$ cat config.mk
export PLATFORM = sky130hd
export DESIGN_NAME = mmbc_top
export DESIGN_NICKNAME = d
export VERILOG_FILES = /design/src/rtl/mmbc_pkg.sv /design/src/rtl/mmbc_decode.sv /design/src/rtl/mmbc_top.sv
export VERILOG_INCLUDE_DIRS = /design/src /design/src/rtl
export SDC_FILE = /design/constraint.sdc
export NUM_CORES = 1
export LEC_CHECK = 0
export BUFFER_PORTS_ARGS = -buffer_cell sky130_fd_sc_hd__buf_2
export CORE_ASPECT_RATIO = 0.9
export CORE_MARGIN = 3
export CORE_UTILIZATION = 46
export CTS_BUF_LIST = sky130_fd_sc_hd__clkbuf_4 sky130_fd_sc_hd__clkbuf_8
export CTS_CLUSTER_DIAMETER = 80
export DETAILED_ROUTE_END_ITERATION = 6
export PLACE_DENSITY = 0.86
export SYNTH_ARGS = -nofsm -noshare
export SYNTH_HDL_FRONTEND = slang
export SYNTH_SLANG_ARGS = --single-unit
export TNS_END_PERCENT = 100
$ cat constraint.sdc
create_clock -name core_clk -period 1.3 [get_ports core_clk]
set_input_delay 0.065 -clock core_clk [delete_from_list [all_inputs] [get_ports core_clk]]
set_output_delay 0.065 -clock core_clk [all_outputs]
set_load 0.01 [all_outputs]
$ cat src/rtl/mmbc_defines.svh
// Constants for the memory map and bus control block
`ifndef MMBC_DEFINES_SVH
`define MMBC_DEFINES_SVH

// ----------------------------------------
// Global map
// ----------------------------------------
`define MMBC_REG_BOT        18'h00000
`define MMBC_REG_TOP        18'h003FF
`define MMBC_RAM_END        18'h04000
`define MMBC_DFL_BOT        18'h04400
`define MMBC_DFL_TOP        18'h053FF
`define MMBC_PFL_END        19'h40000
`define MMBC_RAM_MAX        18'h02C00
`define MMBC_PFL_MAX        19'h38000
`define MMBC_NVM_PAGE       8'h01

// ----------------------------------------
// Local map and paging
// ----------------------------------------
`define MMBC_PAGE_RESET     8'h0E
`define MMBC_WIN_BOT        16'h8000
`define MMBC_WIN_TOP        16'hBFFF
`define MMBC_FIX_PAGE0      4'hC
`define MMBC_FIX_PAGE1      4'hD
`define MMBC_FIX_PAGE3      4'hF

// ----------------------------------------
// Arbitration
// ----------------------------------------
`define MMBC_DBG_STALL_MAX  128

`endif

$ cat src/rtl/mmbc_pkg.sv
// Types for the memory map and bus control block
package mmbc_pkg;
	typedef enum logic [2:0] {
		MMBC_RGN_REG,
		MMBC_RGN_RAM,
		MMBC_RGN_DFL,
		MMBC_RGN_PFL,
		MMBC_RGN_NONE
	} mmbc_region_t;

	typedef enum logic [2:0] {
		MMBC_FAR_IDLE,
		MMBC_FAR_CALL_PUSH_RET,
		MMBC_FAR_CALL_PUSH_PAGE,
		MMBC_FAR_CALL_GO,
		MMBC_FAR_RET_PULL_ADDR,
		MMBC_FAR_RET_SET_PAGE,
		MMBC_FAR_RET_GO
	} mmbc_far_t;
endpackage

$ cat src/rtl/mmbc_decode.sv
// Global address decoder: region classification and local-to-global mapping
`timescale 1ns/1ps
`default_nettype none
`include "mmbc_defines.svh"

module mmbc_decode #(
	parameter logic [17:0] RAM_SIZE   = 18'h02C00,
	parameter logic [18:0] FLASH_SIZE = 19'h38000
) (
	input  wire logic [15:0]          localAddr,
	input  wire logic [7:0]           pageIndex,
	output logic [17:0]               globalAddr,
	output mmbc_pkg::mmbc_region_t    region
);
	import mmbc_pkg::*;

	logic [17:0] ramLow;
	logic [18:0] pflLow;

	// ----------------------------------------
	// Bottoms from implemented sizes
	// ----------------------------------------
	assign ramLow = `MMBC_RAM_END - RAM_SIZE;
	assign pflLow = `MMBC_PFL_END - FLASH_SIZE;

	// Local window translation; fixed 16 kB quarters map to fixed pages
	always_comb begin
		unique case (localAddr[15:14])
			2'b00:   globalAddr = {`MMBC_FIX_PAGE0, localAddr[13:0]};
			2'b01:   globalAddr = {`MMBC_FIX_PAGE1, localAddr[13:0]};
			2'b10:   globalAddr = {pageIndex[3:0], localAddr[13:0]};
			default: globalAddr = {`MMBC_FIX_PAGE3, localAddr[13:0]};
		endcase
	end

	// Region classification; registers win over the overlapping RAM range
	always_comb begin
		if (globalAddr <= `MMBC_REG_TOP)
			region = MMBC_RGN_REG;
		else if (globalAddr >= ramLow && globalAddr < `MMBC_RAM_END)
			region = MMBC_RGN_RAM;
		else if (globalAddr >= `MMBC_DFL_BOT && globalAddr <= `MMBC_DFL_TOP)
			region = MMBC_RGN_DFL;
		else if ({1'b0, globalAddr} >= pflLow)
			region = MMBC_RGN_PFL;
		else
			region = MMBC_RGN_NONE;
	end
endmodule
`default_nettype wire

$ cat src/rtl/mmbc_top.sv
// Memory map, arbitration, byte swap and far call paging for the MCU core
// What this block does
// - Registers at global 0x0_0000..0x0_03FF.
// - RAM up to 11 kB ending 0x0_3FFF.
// - RAM bottom is 0x0_4000 minus size.
// - Data flash at 0x0_4400..0x0_53FF.
// - Program flash top 0x3_FFFF, size-based bottom.
// - Info rows plus data flash: page 0x01.
// - CPU unimplemented access resets in single-chip mode only, firmware exempt.
// - Debug master unimplemented access never resets.
// - Swap CPU read byte lanes here.
// - One master per target bus.
// - CPU wins contention by default.
// - Debug stalled over 128 cycles wins.
// - No interrupt requests generated.
// - Far call saves page, then loads new.
// - Far call pushes return, old page, jumps.
// - Far sequences are uninterruptible.
// - New page immediate or fetched indirectly.
// - Far return pulls page, address, writes page.
// - Page selects 16 kB window page.
// - Page register resets to 0x0E.
// - Window 0x8000..0xBFFF translated by page.
`timescale 1ns/1ps
`default_nettype none
`include "mmbc_defines.svh"

module mmbc_top #(
	parameter logic [17:0] RAM_SIZE   = 18'h02C00,
	parameter logic [18:0] FLASH_SIZE = 19'h38000,
	parameter int          STALL_MAX  = `MMBC_DBG_STALL_MAX
) (
	input  wire logic        core_clk,
	input  wire logic        nrst,
	input  wire logic        singleChip,
	// CPU master
	input  wire logic        cpuReq,
	input  wire logic [15:0] cpuAddr,
	input  wire logic        cpuWrite,
	input  wire logic        cpuWord,
	input  wire logic        cpuFirmware,
	input  wire logic        cpuOpDone,
	output logic             cpuGrant,
	output logic [15:0]      cpuRdata,
	// Far call / return sequencer
	input  wire logic        farCallStart,
	input  wire logic        farRetStart,
	input  wire logic [7:0]  farNewPage,
	input  wire logic        farStep,
	output logic [7:0]       farPushData,
	output logic             farBusy,
	output logic             irqInhibit,
	// Software write to page register
	input  wire logic        pageWrite,
	input  wire logic [7:0]  pageWdata,
	output logic [7:0]       program_page_index,
	// Debug master
	input  wire logic        background_debug_master_req,
	input  wire logic [15:0] dbgAddr,
	output logic             dbgGrant,
	// Target bus zero
	input  wire logic [15:0] tgtRdata,
	output logic [17:0]      target_bus_zero_addr,
	output logic             target_bus_zero_write,
	output logic             target_bus_zero_sel,
	output mmbc_pkg::mmbc_region_t target_bus_zero_region,
	output logic             illegalReset,
	output logic             interruptReq
);
	import mmbc_pkg::*;

	// ----------------------------------------
	// Decode
	// ----------------------------------------
	logic [17:0]  cpuGlobal;
	logic [17:0]  dbgGlobal;
	mmbc_region_t cpuRegion;
	mmbc_region_t dbgRegion;
	logic [7:0]   pageReg;

	mmbc_decode #(.RAM_SIZE(RAM_SIZE), .FLASH_SIZE(FLASH_SIZE)) uCpuDec (
		.localAddr (cpuAddr),
		.pageIndex (pageReg),
		.globalAddr(cpuGlobal),
		.region    (cpuRegion)
	);

	// Debug master uses the same paging scheme as the CPU
	mmbc_decode #(.RAM_SIZE(RAM_SIZE), .FLASH_SIZE(FLASH_SIZE)) uDbgDec (
		.localAddr (dbgAddr),
		.pageIndex (pageReg),
		.globalAddr(dbgGlobal),
		.region    (dbgRegion)
	);

	// ----------------------------------------
	// Arbitration state
	// ----------------------------------------
	logic       cpuGrant_reg, cpuGrant_next;
	logic       dbgGrant_reg, dbgGrant_next;
	logic       dbgPrio_reg,  dbgPrio_next;
	logic [7:0] stallCnt_reg, stallCnt_next;
	logic       stallHit;

	assign stallHit = (32'(stallCnt_reg) >= STALL_MAX);

	// CPU first; a debug access starved past the limit takes the bus once CPU op ends
	always_comb begin
		stallCnt_next = stallCnt_reg;
		dbgPrio_next  = dbgPrio_reg;
		if (!background_debug_master_req || dbgGrant_reg) begin
			stallCnt_next = 8'h00;
			dbgPrio_next  = 1'b0;
		end else if (stallHit) begin
			dbgPrio_next  = 1'b1;
		end else begin
			stallCnt_next = stallCnt_reg + 8'h01;
		end
		// Hold the CPU until its current operation completes
		if (dbgPrio_reg && (!cpuGrant_reg || cpuOpDone || !cpuReq)) begin
			dbgGrant_next = background_debug_master_req;
			cpuGrant_next = 1'b0;
		end else if (dbgPrio_reg) begin
			dbgGrant_next = 1'b0;
			cpuGrant_next = cpuGrant_reg;
		end else if (cpuReq) begin
			cpuGrant_next = 1'b1;
			dbgGrant_next = 1'b0;
		end else begin
			cpuGrant_next = 1'b0;
			dbgGrant_next = background_debug_master_req;
		end
	end

	always_ff @(posedge core_clk) begin
		if (!nrst) begin
			cpuGrant_reg <= 1'b0;
			dbgGrant_reg <= 1'b0;
			dbgPrio_reg  <= 1'b0;
			stallCnt_reg <= 8'h00;
		end else begin
			cpuGrant_reg <= cpuGrant_next;
			dbgGrant_reg <= dbgGrant_next;
			dbgPrio_reg  <= dbgPrio_next;
			stallCnt_reg <= stallCnt_next;
		end
	end

	// ----------------------------------------
	// Target bus, illegal access, read swap
	// ----------------------------------------
	logic [17:0]  tAddr_reg, tAddr_next;
	logic         tWr_reg, tWr_next;
	logic         tSel_reg, tSel_next;
	mmbc_region_t tRgn_reg, tRgn_next;
	logic         illegal_reg, illegal_next;
	logic [15:0]  rdata_reg, rdata_next;

	// Mux the granted master; debug misaligned words are blocked upstream
	always_comb begin
		tAddr_next   = tAddr_reg;
		tWr_next     = 1'b0;
		tSel_next    = 1'b0;
		tRgn_next    = tRgn_reg;
		illegal_next = 1'b0;
		rdata_next   = rdata_reg;
		if (cpuGrant_next && cpuReq) begin
			tAddr_next = cpuGlobal;
			tWr_next   = cpuWrite;
			tSel_next  = 1'b1;
			tRgn_next  = cpuRegion;
			// Firmware commands are exempt from the illegal access reset
			illegal_next = singleChip && !cpuFirmware && (cpuRegion == MMBC_RGN_NONE);
		end else if (dbgGrant_next) begin
			tAddr_next = dbgGlobal;
			tSel_next  = 1'b1;
			tRgn_next  = dbgRegion;
		end
		// Odd byte reads land on the low lane for the CPU
		if (cpuGrant_reg && !tWr_reg)
			rdata_next = (!cpuWord && tAddr_reg[0]) ? {8'h00, tgtRdata[7:0]}
			           : (!cpuWord) ? {8'h00, tgtRdata[15:8]} : tgtRdata;
	end

	always_ff @(posedge core_clk) begin
		if (!nrst) begin
			tAddr_reg   <= 18'h00000;
			tWr_reg     <= 1'b0;
			tSel_reg    <= 1'b0;
			tRgn_reg    <= MMBC_RGN_REG;
			illegal_reg <= 1'b0;
			rdata_reg   <= 16'h0000;
		end else begin
			tAddr_reg   <= tAddr_next;
			tWr_reg     <= tWr_next;
			tSel_reg    <= tSel_next;
			tRgn_reg    <= tRgn_next;
			illegal_reg <= illegal_next;
			rdata_reg   <= rdata_next;
		end
	end

	// ----------------------------------------
	// Page register and far sequencer
	// ----------------------------------------
	mmbc_far_t  far_reg, far_next;
	logic [7:0] saved_reg, saved_next;
	logic [7:0] page_next;
	logic [7:0] push_reg, push_next;

	// New page comes from operand or indirect fetch, both on farNewPage
	always_comb begin
		far_next   = far_reg;
		saved_next = saved_reg;
		page_next  = pageReg;
		push_next  = push_reg;
		unique case (far_reg)
			MMBC_FAR_IDLE: begin
				if (farCallStart) begin
					saved_next = pageReg;
					page_next  = farNewPage;
					far_next   = MMBC_FAR_CALL_PUSH_RET;
				end else if (farRetStart) begin
					saved_next = farNewPage;
					far_next   = MMBC_FAR_RET_PULL_ADDR;
				end else if (pageWrite) begin
					page_next  = pageWdata;
				end
			end
			MMBC_FAR_CALL_PUSH_RET: if (farStep) begin
				push_next = saved_reg;
				far_next  = MMBC_FAR_CALL_PUSH_PAGE;
			end
			MMBC_FAR_CALL_PUSH_PAGE: if (farStep) far_next = MMBC_FAR_CALL_GO;
			MMBC_FAR_CALL_GO:        if (farStep) far_next = MMBC_FAR_IDLE;
			MMBC_FAR_RET_PULL_ADDR:  if (farStep) far_next = MMBC_FAR_RET_SET_PAGE;
			MMBC_FAR_RET_SET_PAGE: if (farStep) begin
				page_next = saved_reg;
				far_next  = MMBC_FAR_RET_GO;
			end
			MMBC_FAR_RET_GO: if (farStep) far_next = MMBC_FAR_IDLE;
		endcase
	end

	always_ff @(posedge core_clk) begin
		if (!nrst) begin
			far_reg   <= MMBC_FAR_IDLE;
			saved_reg <= 8'h00;
			pageReg   <= `MMBC_PAGE_RESET;
			push_reg  <= 8'h00;
		end else begin
			far_reg   <= far_next;
			saved_reg <= saved_next;
			pageReg   <= page_next;
			push_reg  <= push_next;
		end
	end

	// ----------------------------------------
	// Outputs, all flip-flops except interruptReq, tied to zero
	// ----------------------------------------
	logic busy_reg;
	always_ff @(posedge core_clk) begin
		if (!nrst)
			busy_reg <= 1'b0;
		else
			busy_reg <= (far_next != MMBC_FAR_IDLE);
	end

	assign cpuGrant               = cpuGrant_reg;
	assign dbgGrant               = dbgGrant_reg;
	assign cpuRdata               = rdata_reg;
	assign farPushData            = push_reg;
	assign farBusy                = busy_reg;
	assign irqInhibit             = busy_reg;
	assign program_page_index     = pageReg;
	assign target_bus_zero_addr   = tAddr_reg;
	assign target_bus_zero_write  = tWr_reg;
	assign target_bus_zero_sel    = tSel_reg;
	assign target_bus_zero_region = tRgn_reg;
	assign illegalReset           = illegal_reg;
	assign interruptReq           = 1'b0;

	// ----------------------------------------
	// Assertions
	// ----------------------------------------
	AST_ONE_MASTER: assert property (@(posedge core_clk) disable iff (!nrst)
		!(cpuGrant && dbgGrant)) else $error("both masters granted");
	AST_CPU_FIRST: assert property (@(posedge core_clk) disable iff (!nrst)
		(cpuReq && background_debug_master_req && !dbgPrio_reg) |=> !dbgGrant)
		else $error("debug won without timeout");
	AST_STALL_FLIP: assert property (@(posedge core_clk) disable iff (!nrst)
		(stallHit && background_debug_master_req && !dbgGrant) |=> dbgPrio_reg)
		else $error("timeout did not raise debug priority");
	AST_CNT_CLEAR: assert property (@(posedge core_clk) disable iff (!nrst)
		!background_debug_master_req |=> stallCnt_reg == 8'h00) else $error("stall count kept");
	AST_ILLEGAL: assert property (@(posedge core_clk) disable iff (!nrst)
		(cpuGrant_next && cpuReq && singleChip && !cpuFirmware && cpuRegion == MMBC_RGN_NONE)
		|=> illegalReset) else $error("missing illegal reset");
	AST_DBG_NORESET: assert property (@(posedge core_clk) disable iff (!nrst)
		(dbgGrant_next && !(cpuGrant_next && cpuReq)) |=> !illegalReset)
		else $error("debug access reset");
	AST_CALL_PAGE: assert property (@(posedge core_clk) disable iff (!nrst)
		(far_reg == MMBC_FAR_IDLE && farCallStart) |=> program_page_index == $past(farNewPage)
		&& saved_reg == $past(pageReg)) else $error("far call page swap wrong");
	AST_RET_PAGE: assert property (@(posedge core_clk) disable iff (!nrst)
		(far_reg == MMBC_FAR_RET_SET_PAGE && farStep) |=> program_page_index == $past(saved_reg))
		else $error("far return page wrong");
	AST_NO_IRQ: assert property (@(posedge core_clk) disable iff (!nrst)
		!interruptReq) else $error("interrupt raised");
	COV_STALL: cover property (@(posedge core_clk) disable iff (!nrst) $rose(dbgPrio_reg));
	COV_CALL: cover property (@(posedge core_clk) disable iff (!nrst) far_reg == MMBC_FAR_CALL_GO);
	COV_RET: cover property (@(posedge core_clk) disable iff (!nrst) far_reg == MMBC_FAR_RET_GO);
	COV_ILLEGAL: cover property (@(posedge core_clk) disable iff (!nrst) illegalReset);
endmodule
`default_nettype wire

==> results of run 1 <==
==> worst max path at each step <==
stage / from / endpoint / slack [ns] / cells past startpoint
after global routing: far_reg[2]$_SDFF_PN0_ / program_page_index[0]$_SDFFE_PN0P_ / -0.22 / 7
after detailed placement: far_reg[0]$_SDFF_PN0_ / farBusy$_SDFF_PN0_ / -0.24 / 4
after global placement: far_reg[0]$_SDFF_PN0_ / farBusy$_SDFF_PN0_ / -0.12 / 4
final: far_reg[2]$_SDFF_PN0_ / program_page_index[0]$_SDFFE_PN0P_ / -0.12 / 7
after CTS: dbgPrio_reg$_SDFFE_PP0P_ / target_bus_zero_addr[0]$_SDFFE_PN0P_ / -0.03 / 6
after floorplan: program_page_index[0]$_SDFFE_PN0P_ / target_bus_zero_region[2]$_SDFFE_PN0P_ / -0.02 / 4
==> Yosys cell counts (all sizes together) (10+ instances only) <==
cell type,instances
nand3,22
buf,14
a21boi,14
a21oi,19
dfxtp,79
o211a,29
mux2i,39
clkbuf,17
nor3,10
o21ai,16
nor2,31
nand2,63
==> area by class of cell <==
| class | instances | area [µm²] | area share [%] |
|---|---|---|---|
| clock buffers | 11 | 151.4 | 2.842 |
| inverters | 7 | 26.28 | 0.4932 |
| multi-input cells | 303 | 2095 | 39.31 |
| well taps | 96 | 120.1 | 2.255 |
| clock inverters | 5 | 63.81 | 1.198 |
| flip-flops and latches | 79 | 1602 | 30.06 |
| repair buffers | 192 | 1270 | 23.84 |
==> power breakdown <==
part / switching (mW) / leakage [nW] / total (mW) / internal [mW]
clock network: 0.954 / 0.106 / 1.96 / 1.01
registers: 0.173 / 0.654 / 2.77 / 2.59
logic: 0.713 / 1.90 / 1.39 / 0.673
total: 1.84 / 2.66 / 6.11 / 4.27
==> tightest hold or removal path, delay by kind of cell <==
kind                   cells  cell delay (ns)
and+or+nand+nor            1             0.07
buffers and inverters      1             0.11
AOI/OAI and AO/OA          1             0.06
==> kinds of logic after synthesis <==
kind of cell / share of synthesized area, %
XOR/XNOR: 1.647
AND/OR/NAND/NOR: 19.53
multiplexers: 10.49
AO/OA/AOI/OAI: 20.27
buffers and inverters: 4.807
other: 0.1007
adder cells (fa/ha/maj): 0.6722
flip-flops: 42.49
==> layer usage <==
metal	vias to the layer above	global-route usage [%]	part of all wire, %
li1	1825	-	-
met5	-	0	0
met4	0	7.407	5.9
met1	1948	29.88	38
met3	89	4.224	7.6
met2	296	40.63	48
==> repair_timing <==
item | in CTS | in global routing
resized for setup | 15 | 37
hold buffers | 20 | 0
endpoints found under the setup margin | 30 | 52
buffers inserted | 0 | 10
endpoints found under the hold margin | 19 | 0
gates cloned | 0 | 2
pin swaps | 3 | 4
==> impl_metrics.ini, run 1 <==
[placed_design]
place_area_um2 = 4612
gp_congestion = 0.8188
place_ws_ns = -0.2353
numPortBuffers = 136
dp_cells = 645
hpwlAfterDp_mm = 7.349

[setup_path]
critical_path_class = reg -> reg
end_kind = flip-flop
critPathLaunchType = flip-flop
crit_top_cell = buf_6
cp.buffers_inverters = 2
reg2reg_from = far_reg[2]$_SDFF_PN0_
cp_max_fo = 8
crit_family = flip-flops
r2r-end = program_page_index[0]$_SDFFE_PN0P_
critPathMaxStageDelay_ns = 0.42
worstRegToRegCells = 7
reg2reg_setup_slack_ns = -0.12
cp_slowest_cell = dfxtp_4
cp.arrival_ns = 1.66
cp.required_ns = 1.54
cp_cell_sequence = buf_6, nand3b_1, buf_6, nor2_1, a21oi_1, mux2i_1, nor2b_1

[clock_network]
cts_tree = built
ctsLongestPathBuffers = 2
clock_tree.root_cell = clkbuf_8
clk_latency_ns = 0.35
clock_sinks = 79
cts-buffers-inserted = 9
clk_transition_reported_paths_ns = 0.09
cts_max_level = 3

[grt]
grt_pass1_vias = 3724
grt_pass1_wl_mm = 17.73
grt_antenna_before_repair = 0
grtUsageTotal_pct = 23.69
grt_max_degree = 51
overflow = 0

[synthesis]
synth_nets = 499
yosys_warnings = 0
netlist_instances = 420
synth_top_area_share_pct = 42.49
syn_avg_cell_area_um2 = 8.863
ys_seq_area_share_pct = 42.49
synth_edf_count = 0
synthDistinctLibCells = 49
dominantRegCellSynth = dfxtp_1
synth_seq_cells = 79
synthTopCellsByArea = dfxtp_1 (42%), mux2i_1 (10%), o211a_1 (7.8%), nand2_1 (6.4%), nor2_1 (3.1%)
postSynth.asyncResetShare_pct = 0
synth_area_leader_cell = dfxtp_1
synth_area_um2 = 3722

[detailed_routing]
drt_first_iter_violations = 485
vias = 4158
drt_pre_antenna_iters = 6
antenna_left = 0
routed_wl_mm = 13.38
wl_per_cell_um = 19.31
route.detailed.drc = 0
routed_via_density = 6.000

[sta]
rsz0062_at_grt = true
period_needed_ns = 1.423
whs_ns = 0.005311
finalHoldViolCount = 0
slew_violations = 0
max_freq_mhz = 702.8
slew_headroom_pct = 65.92
clock_skew_ns = 0.01295
setup_viol = 19
setup_ws_ns = -0.1228
period_share_pct = 109.4
fin_tns_setup_ns = -0.8921
tightest_slew_ns = 0.5093

[pwr]
ir_drop_uv = 626.1
p_total_mw = 6.113
p_leak_nw = 2.663
powerDensity_nw_per_um2 = 1147

[layout]
stdcell_count = 693
final_util_pct = 69.24
final_cell_mix = buf_2 (136), dfxtp_1 (71), nand2_1 (61), mux2i_1 (39), o211a_1 (29)
fin_area_um2 = 5328
largest_reg_flops = 18
fin_nets = 671
final_common_cell = buf_2
area_growth_pct = 43.13
n_antenna_cell = 0
fillers = 491
drive_gt1_share_pct = 39.20

[floorplan]
core-area_um2 = 7695
start_util_pct = 48.37
die_area_um2 = 9209
fp.dieW_um = 100.8
row_count = 30
die_y_um = 91.34
ios = 138

[min_path]
hold_class = in -> reg
worstHoldEndpoint = cpuRdata[10]$_SDFFE_PN0P_
worstHoldStart = tgtRdata[10]
hold_depth = 3

[flow_run]
cap_violations = 0

[status]
violations = setup timing
outcome = finished, violations left
(Power assumes the default switching activity.)
==> run 2: changes to the inputs <==
Settings changed: BUFFER_PORTS_ARGS -buffer_cell sky130_fd_sc_hd__buf_2 to -buffer_cell sky130_fd_sc_hd__buf_4, CORE_UTILIZATION 46 to 51, PLACE_DENSITY 0.86 to 0.9.
Clock period 1.3 ns to 1.4 ns, I/O delays scaled along.
==> impl_metrics.ini, run 2 (same netlist as run 1, synthesis figures left out) <==
[status]
outcome = finished, violations left
violations = setup timing

[layout]
area_growth_pct = 46.79
final_cell_mix = buf_4 (156), dfxtp_1 (74), nand2_1 (63), mux2i_1 (38)
drive_gt1_share_pct = 35.36
largest_reg_flops = 18
fin_nets = 665
final_common_cell = buf_4
stdcell_count = 682

[min_path]
hold_class = in -> reg

[grt]
grtUsageTotal_pct = 29.50
grt.busiest_layer = met2
overflow = 0
grt_pass1_vias = 4016
use_met1_pct = 33.89
grt_use_met3_pct = 6.655
grt_pass1_wl_mm = 19.02
grt_antenna_before_repair = 0
grt_max_degree = 54
grt_use_met2_pct = 48.59

[placed_design]
numPortBuffers = 136
dp_cells = 636
gp_congestion = 0.8005
hpwlAfterDp_mm = 7.758

[sta]
setup_viol = 4
slew_violations = 0
setup_ws_ns = -0.08540
period_needed_ns = 1.485
whs_ns = 0.0007622
max_freq_mhz = 673.2
clock_skew_ns = 0.009285
finalHoldViolCount = 0
fin_tns_setup_ns = -0.1151
period_share_pct = 106.1
slew_headroom_pct = 63.43
tightest_slew_ns = 0.5485
rsz0062_at_grt = true

[clock_network]
ctsLongestPathBuffers = 2
clk_latency_ns = 0.36
cts_tree = built
clk_transition_reported_paths_ns = 0.09
cts_max_level = 3
clock_tree.root_cell = clkbuf_8
cts-buffers-inserted = 9
clock_sinks = 79

[floorplan]
start_util_pct = 54.49
die_y_um = 87.05
ios = 138
row_count = 28
core-area_um2 = 6832
fp.dieW_um = 96.06
die_area_um2 = 8362

[detailed_routing]
antenna_left = 0
route.detailed.drc = 0
drt_pre_antenna_iters = 6
routed_wl_mm = 14.37
vias = 4259
wl_per_cell_um = 21.07
routed_via_density = 6.245
drt_first_iter_violations = 522

[pwr]
powerDensity_nw_per_um2 = 1013
ir_drop_uv = 704.1
p_leak_nw = 2.653

[setup_path]
cp_max_fo = 4
cp.required_ns = 1.69
cp.arrival_ns = 1.77
critPathLaunchType = flip-flop
reg2reg_setup_slack_ns = -0.09
critical_path_class = reg -> reg
end_kind = flip-flop

[flow_run]
cap_violations = 0
==> run 2: cell types whose count changed in the layout (fill, tap and decap cells not counted), moves of 3 or more <==
cell and delta:
nor2_2 -4, buf_6 -4, nor2_1 +4, buf_2 -135
clkinvlp_4 +3, buf_4 +134, dfxtp_1 +3
==> run 2: per-stage QoR <==
step	setup slack, ns	instance area (µm²)	power, mW	util, %
5_1_grt	-0.1535	5461	5.697	79.95
4_1_cts	0.01353	5305	5.332	77.66
6_report	-0.08540	5464	5.532	79.98
3_3_place_gp	0.004716	4900	3.694	71.72
3_5_place_dp	-0.1090	4900	3.737	71.72
2_1_floorplan	0.04698	3724	3.175	-
==> run 2: per-layer routing <==
metal	up-vias	wire, µm	part of all wire (%)
met5	-	0	0
met1	1960	4865	34
li1	1813	-	-
met4	0	1362	9.5
met2	351	6770	47
met3	135	1369	9.5
==> run 2: path summary, 6_finish.rpt <==
| kind | depth (start not counted) | startpoint | endpoint |
|---|---|---|---|
| setup / recovery | 4 | program_page_index[3]$_SDFFE_PN1P_ | illegalReset$_SDFF_PN0_ |
| hold / removal | 3 | tgtRdata[13] | cpuRdata[13]$_SDFFE_PN0P_ |
| setup reg to reg | 4 | program_page_index[3]$_SDFFE_PN1P_ | illegalReset$_SDFF_PN0_ |
| hold reg to reg | 2 | cpuRdata[10]$_SDFFE_PN0P_ | cpuRdata[10]$_SDFFE_PN0P_ |
==> run 2: timing repair <==
item	4_1_cts	5_1_grt
endpoints found under the hold margin	21	0
hold buffers	22	0
endpoints found under the setup margin	23	36
resized for setup	4	25
buffers inserted	0	7
pin swaps	0	5
==> run 2: layout make-up <==
class | instances | area [µm²]
antenna | 1 | 2.502
clock buffer | 9 | 123.9
clock inverter | 7 | 56.30
fill | 352 | 1368
inverter | 7 | 26.28
multi-input combinational | 303 | 2037
sequential | 79 | 1595
tap | 90 | 112.6
timing repair buffer | 186 | 1510
==> run 2: worst max-delay path, cell delays in order, from the launching register on <==
cell and delay (ns):
dfxtp_1 0.37, nand3b_1 0.22, nor3_1 0.35, nand3_1 0.25, nor3b_2 0.23
==> run 2: power breakdown <==
part           leakage [nW]  total, mW  switching, mW  internal, mW
logic                  1.92       1.36          0.668         0.697
clock network        0.0785       1.60          0.942         0.658
registers             0.653       2.57          0.160          2.41
==> run 3: changes to the inputs <==
Settings changed: PLACE_DENSITY 0.9 to 0.82.
==> impl_metrics.ini, run 3 (same netlist as run 1, synthesis figures left out) <==
[status]
outcome = finished clean

[floorplan]
ios = 138
die_area_um2 = 8362
die_y_um = 87.05
core-area_um2 = 6832
start_util_pct = 54.49
row_count = 28
fp.dieW_um = 96.06

[setup_path]
cp.required_ns = 1.64
worstRegToRegCells = 6
end_kind = flip-flop
critPathMaxStageDelay_ns = 0.37
critPathLaunchType = flip-flop
cp-startpoint = far_reg[1]$_SDFF_PN0_
cp_cell_sequence = buf_12, nor3_4, a31oi_1, o21ai_1, nor3_2, or3_1
cp_max_fo = 9
critical_path_class = reg -> reg
reg2reg_setup_slack_ns = 0.005
r2r-end = farBusy$_SDFF_PN0_
cp.arrival_ns = 1.63
cp_slowest_cell = or3_1
crit_path_end = farBusy$_SDFF_PN0_
reg2reg_from = far_reg[1]$_SDFF_PN0_

[detailed_routing]
drt_first_iter_violations = 209
vias = 3748
routed_wl_mm = 10.86
wl_per_cell_um = 16.06
drt_pre_antenna_iters = 4
antenna_left = 0
route.detailed.drc = 0
routed_via_density = 5.544

[sta]
rsz0062_at_grt = true
slew_violations = 0
period_share_pct = 99.68
setup_viol = 0
max_freq_mhz = 716.6
finalHoldViolCount = 0
clock_skew_ns = 0.008442
period_needed_ns = 1.395

[clock_network]
cts_tree = built
clock_sinks = 79
ctsLongestPathBuffers = 2
cts_max_level = 3
clk_latency_ns = 0.36
cts-buffers-inserted = 9
clk_transition_reported_paths_ns = 0.08
clock_tree.root_cell = clkbuf_8

[pwr]
p_total_mw = 5.774
p_comb_share_pct = 22.1
powerDensity_nw_per_um2 = 1057
p_int_mw = 4.239
p_seq_share_pct = 44.1
clock_power_share_pct = 33.8
p_switching_mw = 1.535
p_leak_nw = 2.677
ir_drop_uv = 796.8
p_sw_share_pct = 26.59

[placed_design]
gp_congestion = 0.7825
place_area_um2 = 4912
numPortBuffers = 136
hpwlAfterDp_mm = 7.403
dp_cells = 636

[layout]
final_common_cell = buf_4
fin_area_um2 = 5465
largest_reg_flops = 18
final_util_pct = 80.00
drive_gt1_share_pct = 34.81
stdcell_count = 676
final_cell_mix = buf_4 (152), dfxtp_1 (75), nand2_1 (62), mux2i_1 (39)
n_antenna_cell = 0
fin_nets = 661
area_growth_pct = 46.82

[flow_run]
cap_violations = 0

[grt]
overflow = 0
grt_antenna_before_repair = 0
grt_pass1_wl_mm = 16.53
grt_pass1_vias = 3623
grt_max_degree = 44
grtUsageTotal_pct = 25.20

[min_path]
worstHoldStart = tgtRdata[14]
hold_class = in -> reg
## run 3: cell count changes in the layout (fill, tap and decap cells not counted), sizes merged
cell / change
buf: -5
clkinvlp: -4
clkbuf: +3
bufinv: +2
inv: -2
diode: -1
o21a: +1
## run 3: final cells by class
type | instances | area, µm²
Clock buffer | 12 | 165.2
Inverter | 7 | 26.28
Timing Repair Buffer | 181 | 1469
Fill cell | 418 | 1366
Tap cell | 90 | 112.6
Multi-Input combinational cell | 304 | 2036
Sequential cell | 79 | 1592
Clock inverter | 3 | 65.06
## run 3: metal layers
metal	vias up	GRT usage, %	part of all wire (%)
li1	1810	-	-
met1	1782	32.90	44
met2	132	40.31	48
met3	24	6.742	6.7
met4	0	8.269	2.2
met5	-	0	0
## run 3: metrics by stage
step,hold slack [ns],setup TNS [ns],setup WS (ns)
2_1_floorplan,0.1461,0,0.04698
3_3_place_gp,0.2312,-0.02764,-0.02764
3_5_place_dp,0.2387,-0.6175,-0.1290
4_1_cts,0.006892,-0.03091,-0.03091
5_1_grt,0.006884,-0.1813,-0.07355
6_report,0.01615,0,0.004503
## run 3: critical path: cells and delay by family, from the launching register on
family / cells / cell delay, ns
AO/OA/AOI/OAI: 2 / 0.24
buffers and inverters: 1 / 0.13
flip-flops: 1 / 0.34
AND/OR/NAND/NOR: 3 / 0.57
## run 3: what timing repair did
item                                   4_1_cts  5_1_grt
setup buffers                                1        3
setup endpoints to repair                   23       21
hold buffers                                22        0
resized for setup                            8       16
gates cloned                                 0        2
endpoints found under the hold margin       22        0
pin swaps                                    4        6
## run 3: how the worst min path moves through the flow
stage / endpoint / slack (ns) / cells after the start
after floorplan: illegalReset$_SDFF_PN0_ / 0.15 / 1
after global placement: illegalReset$_SDFF_PN0_ / 0.23 / 2
after detailed placement: illegalReset$_SDFF_PN0_ / 0.24 / 2
after CTS: cpuRdata[10]$_SDFFE_PN0P_ / 0.007 / 3
after global routing: cpuRdata[10]$_SDFFE_PN0P_ / 0.007 / 3
final: cpuRdata[14]$_SDFFE_PN0P_ / 0.02 / 3
## run 3: power groups by stage
stage | logic, mW | registers (mW) | clock network, mW
after global placement | 1.12 | 2.58 | 0
after CTS | 1.22 | 2.54 | 1.96
final | 1.28 | 2.54 | 1.95
after floorplan | 0.566 | 2.61 | 0
after global routing | 1.38 | 2.57 | 2.05
after detailed placement | 1.15 | 2.59 | 0
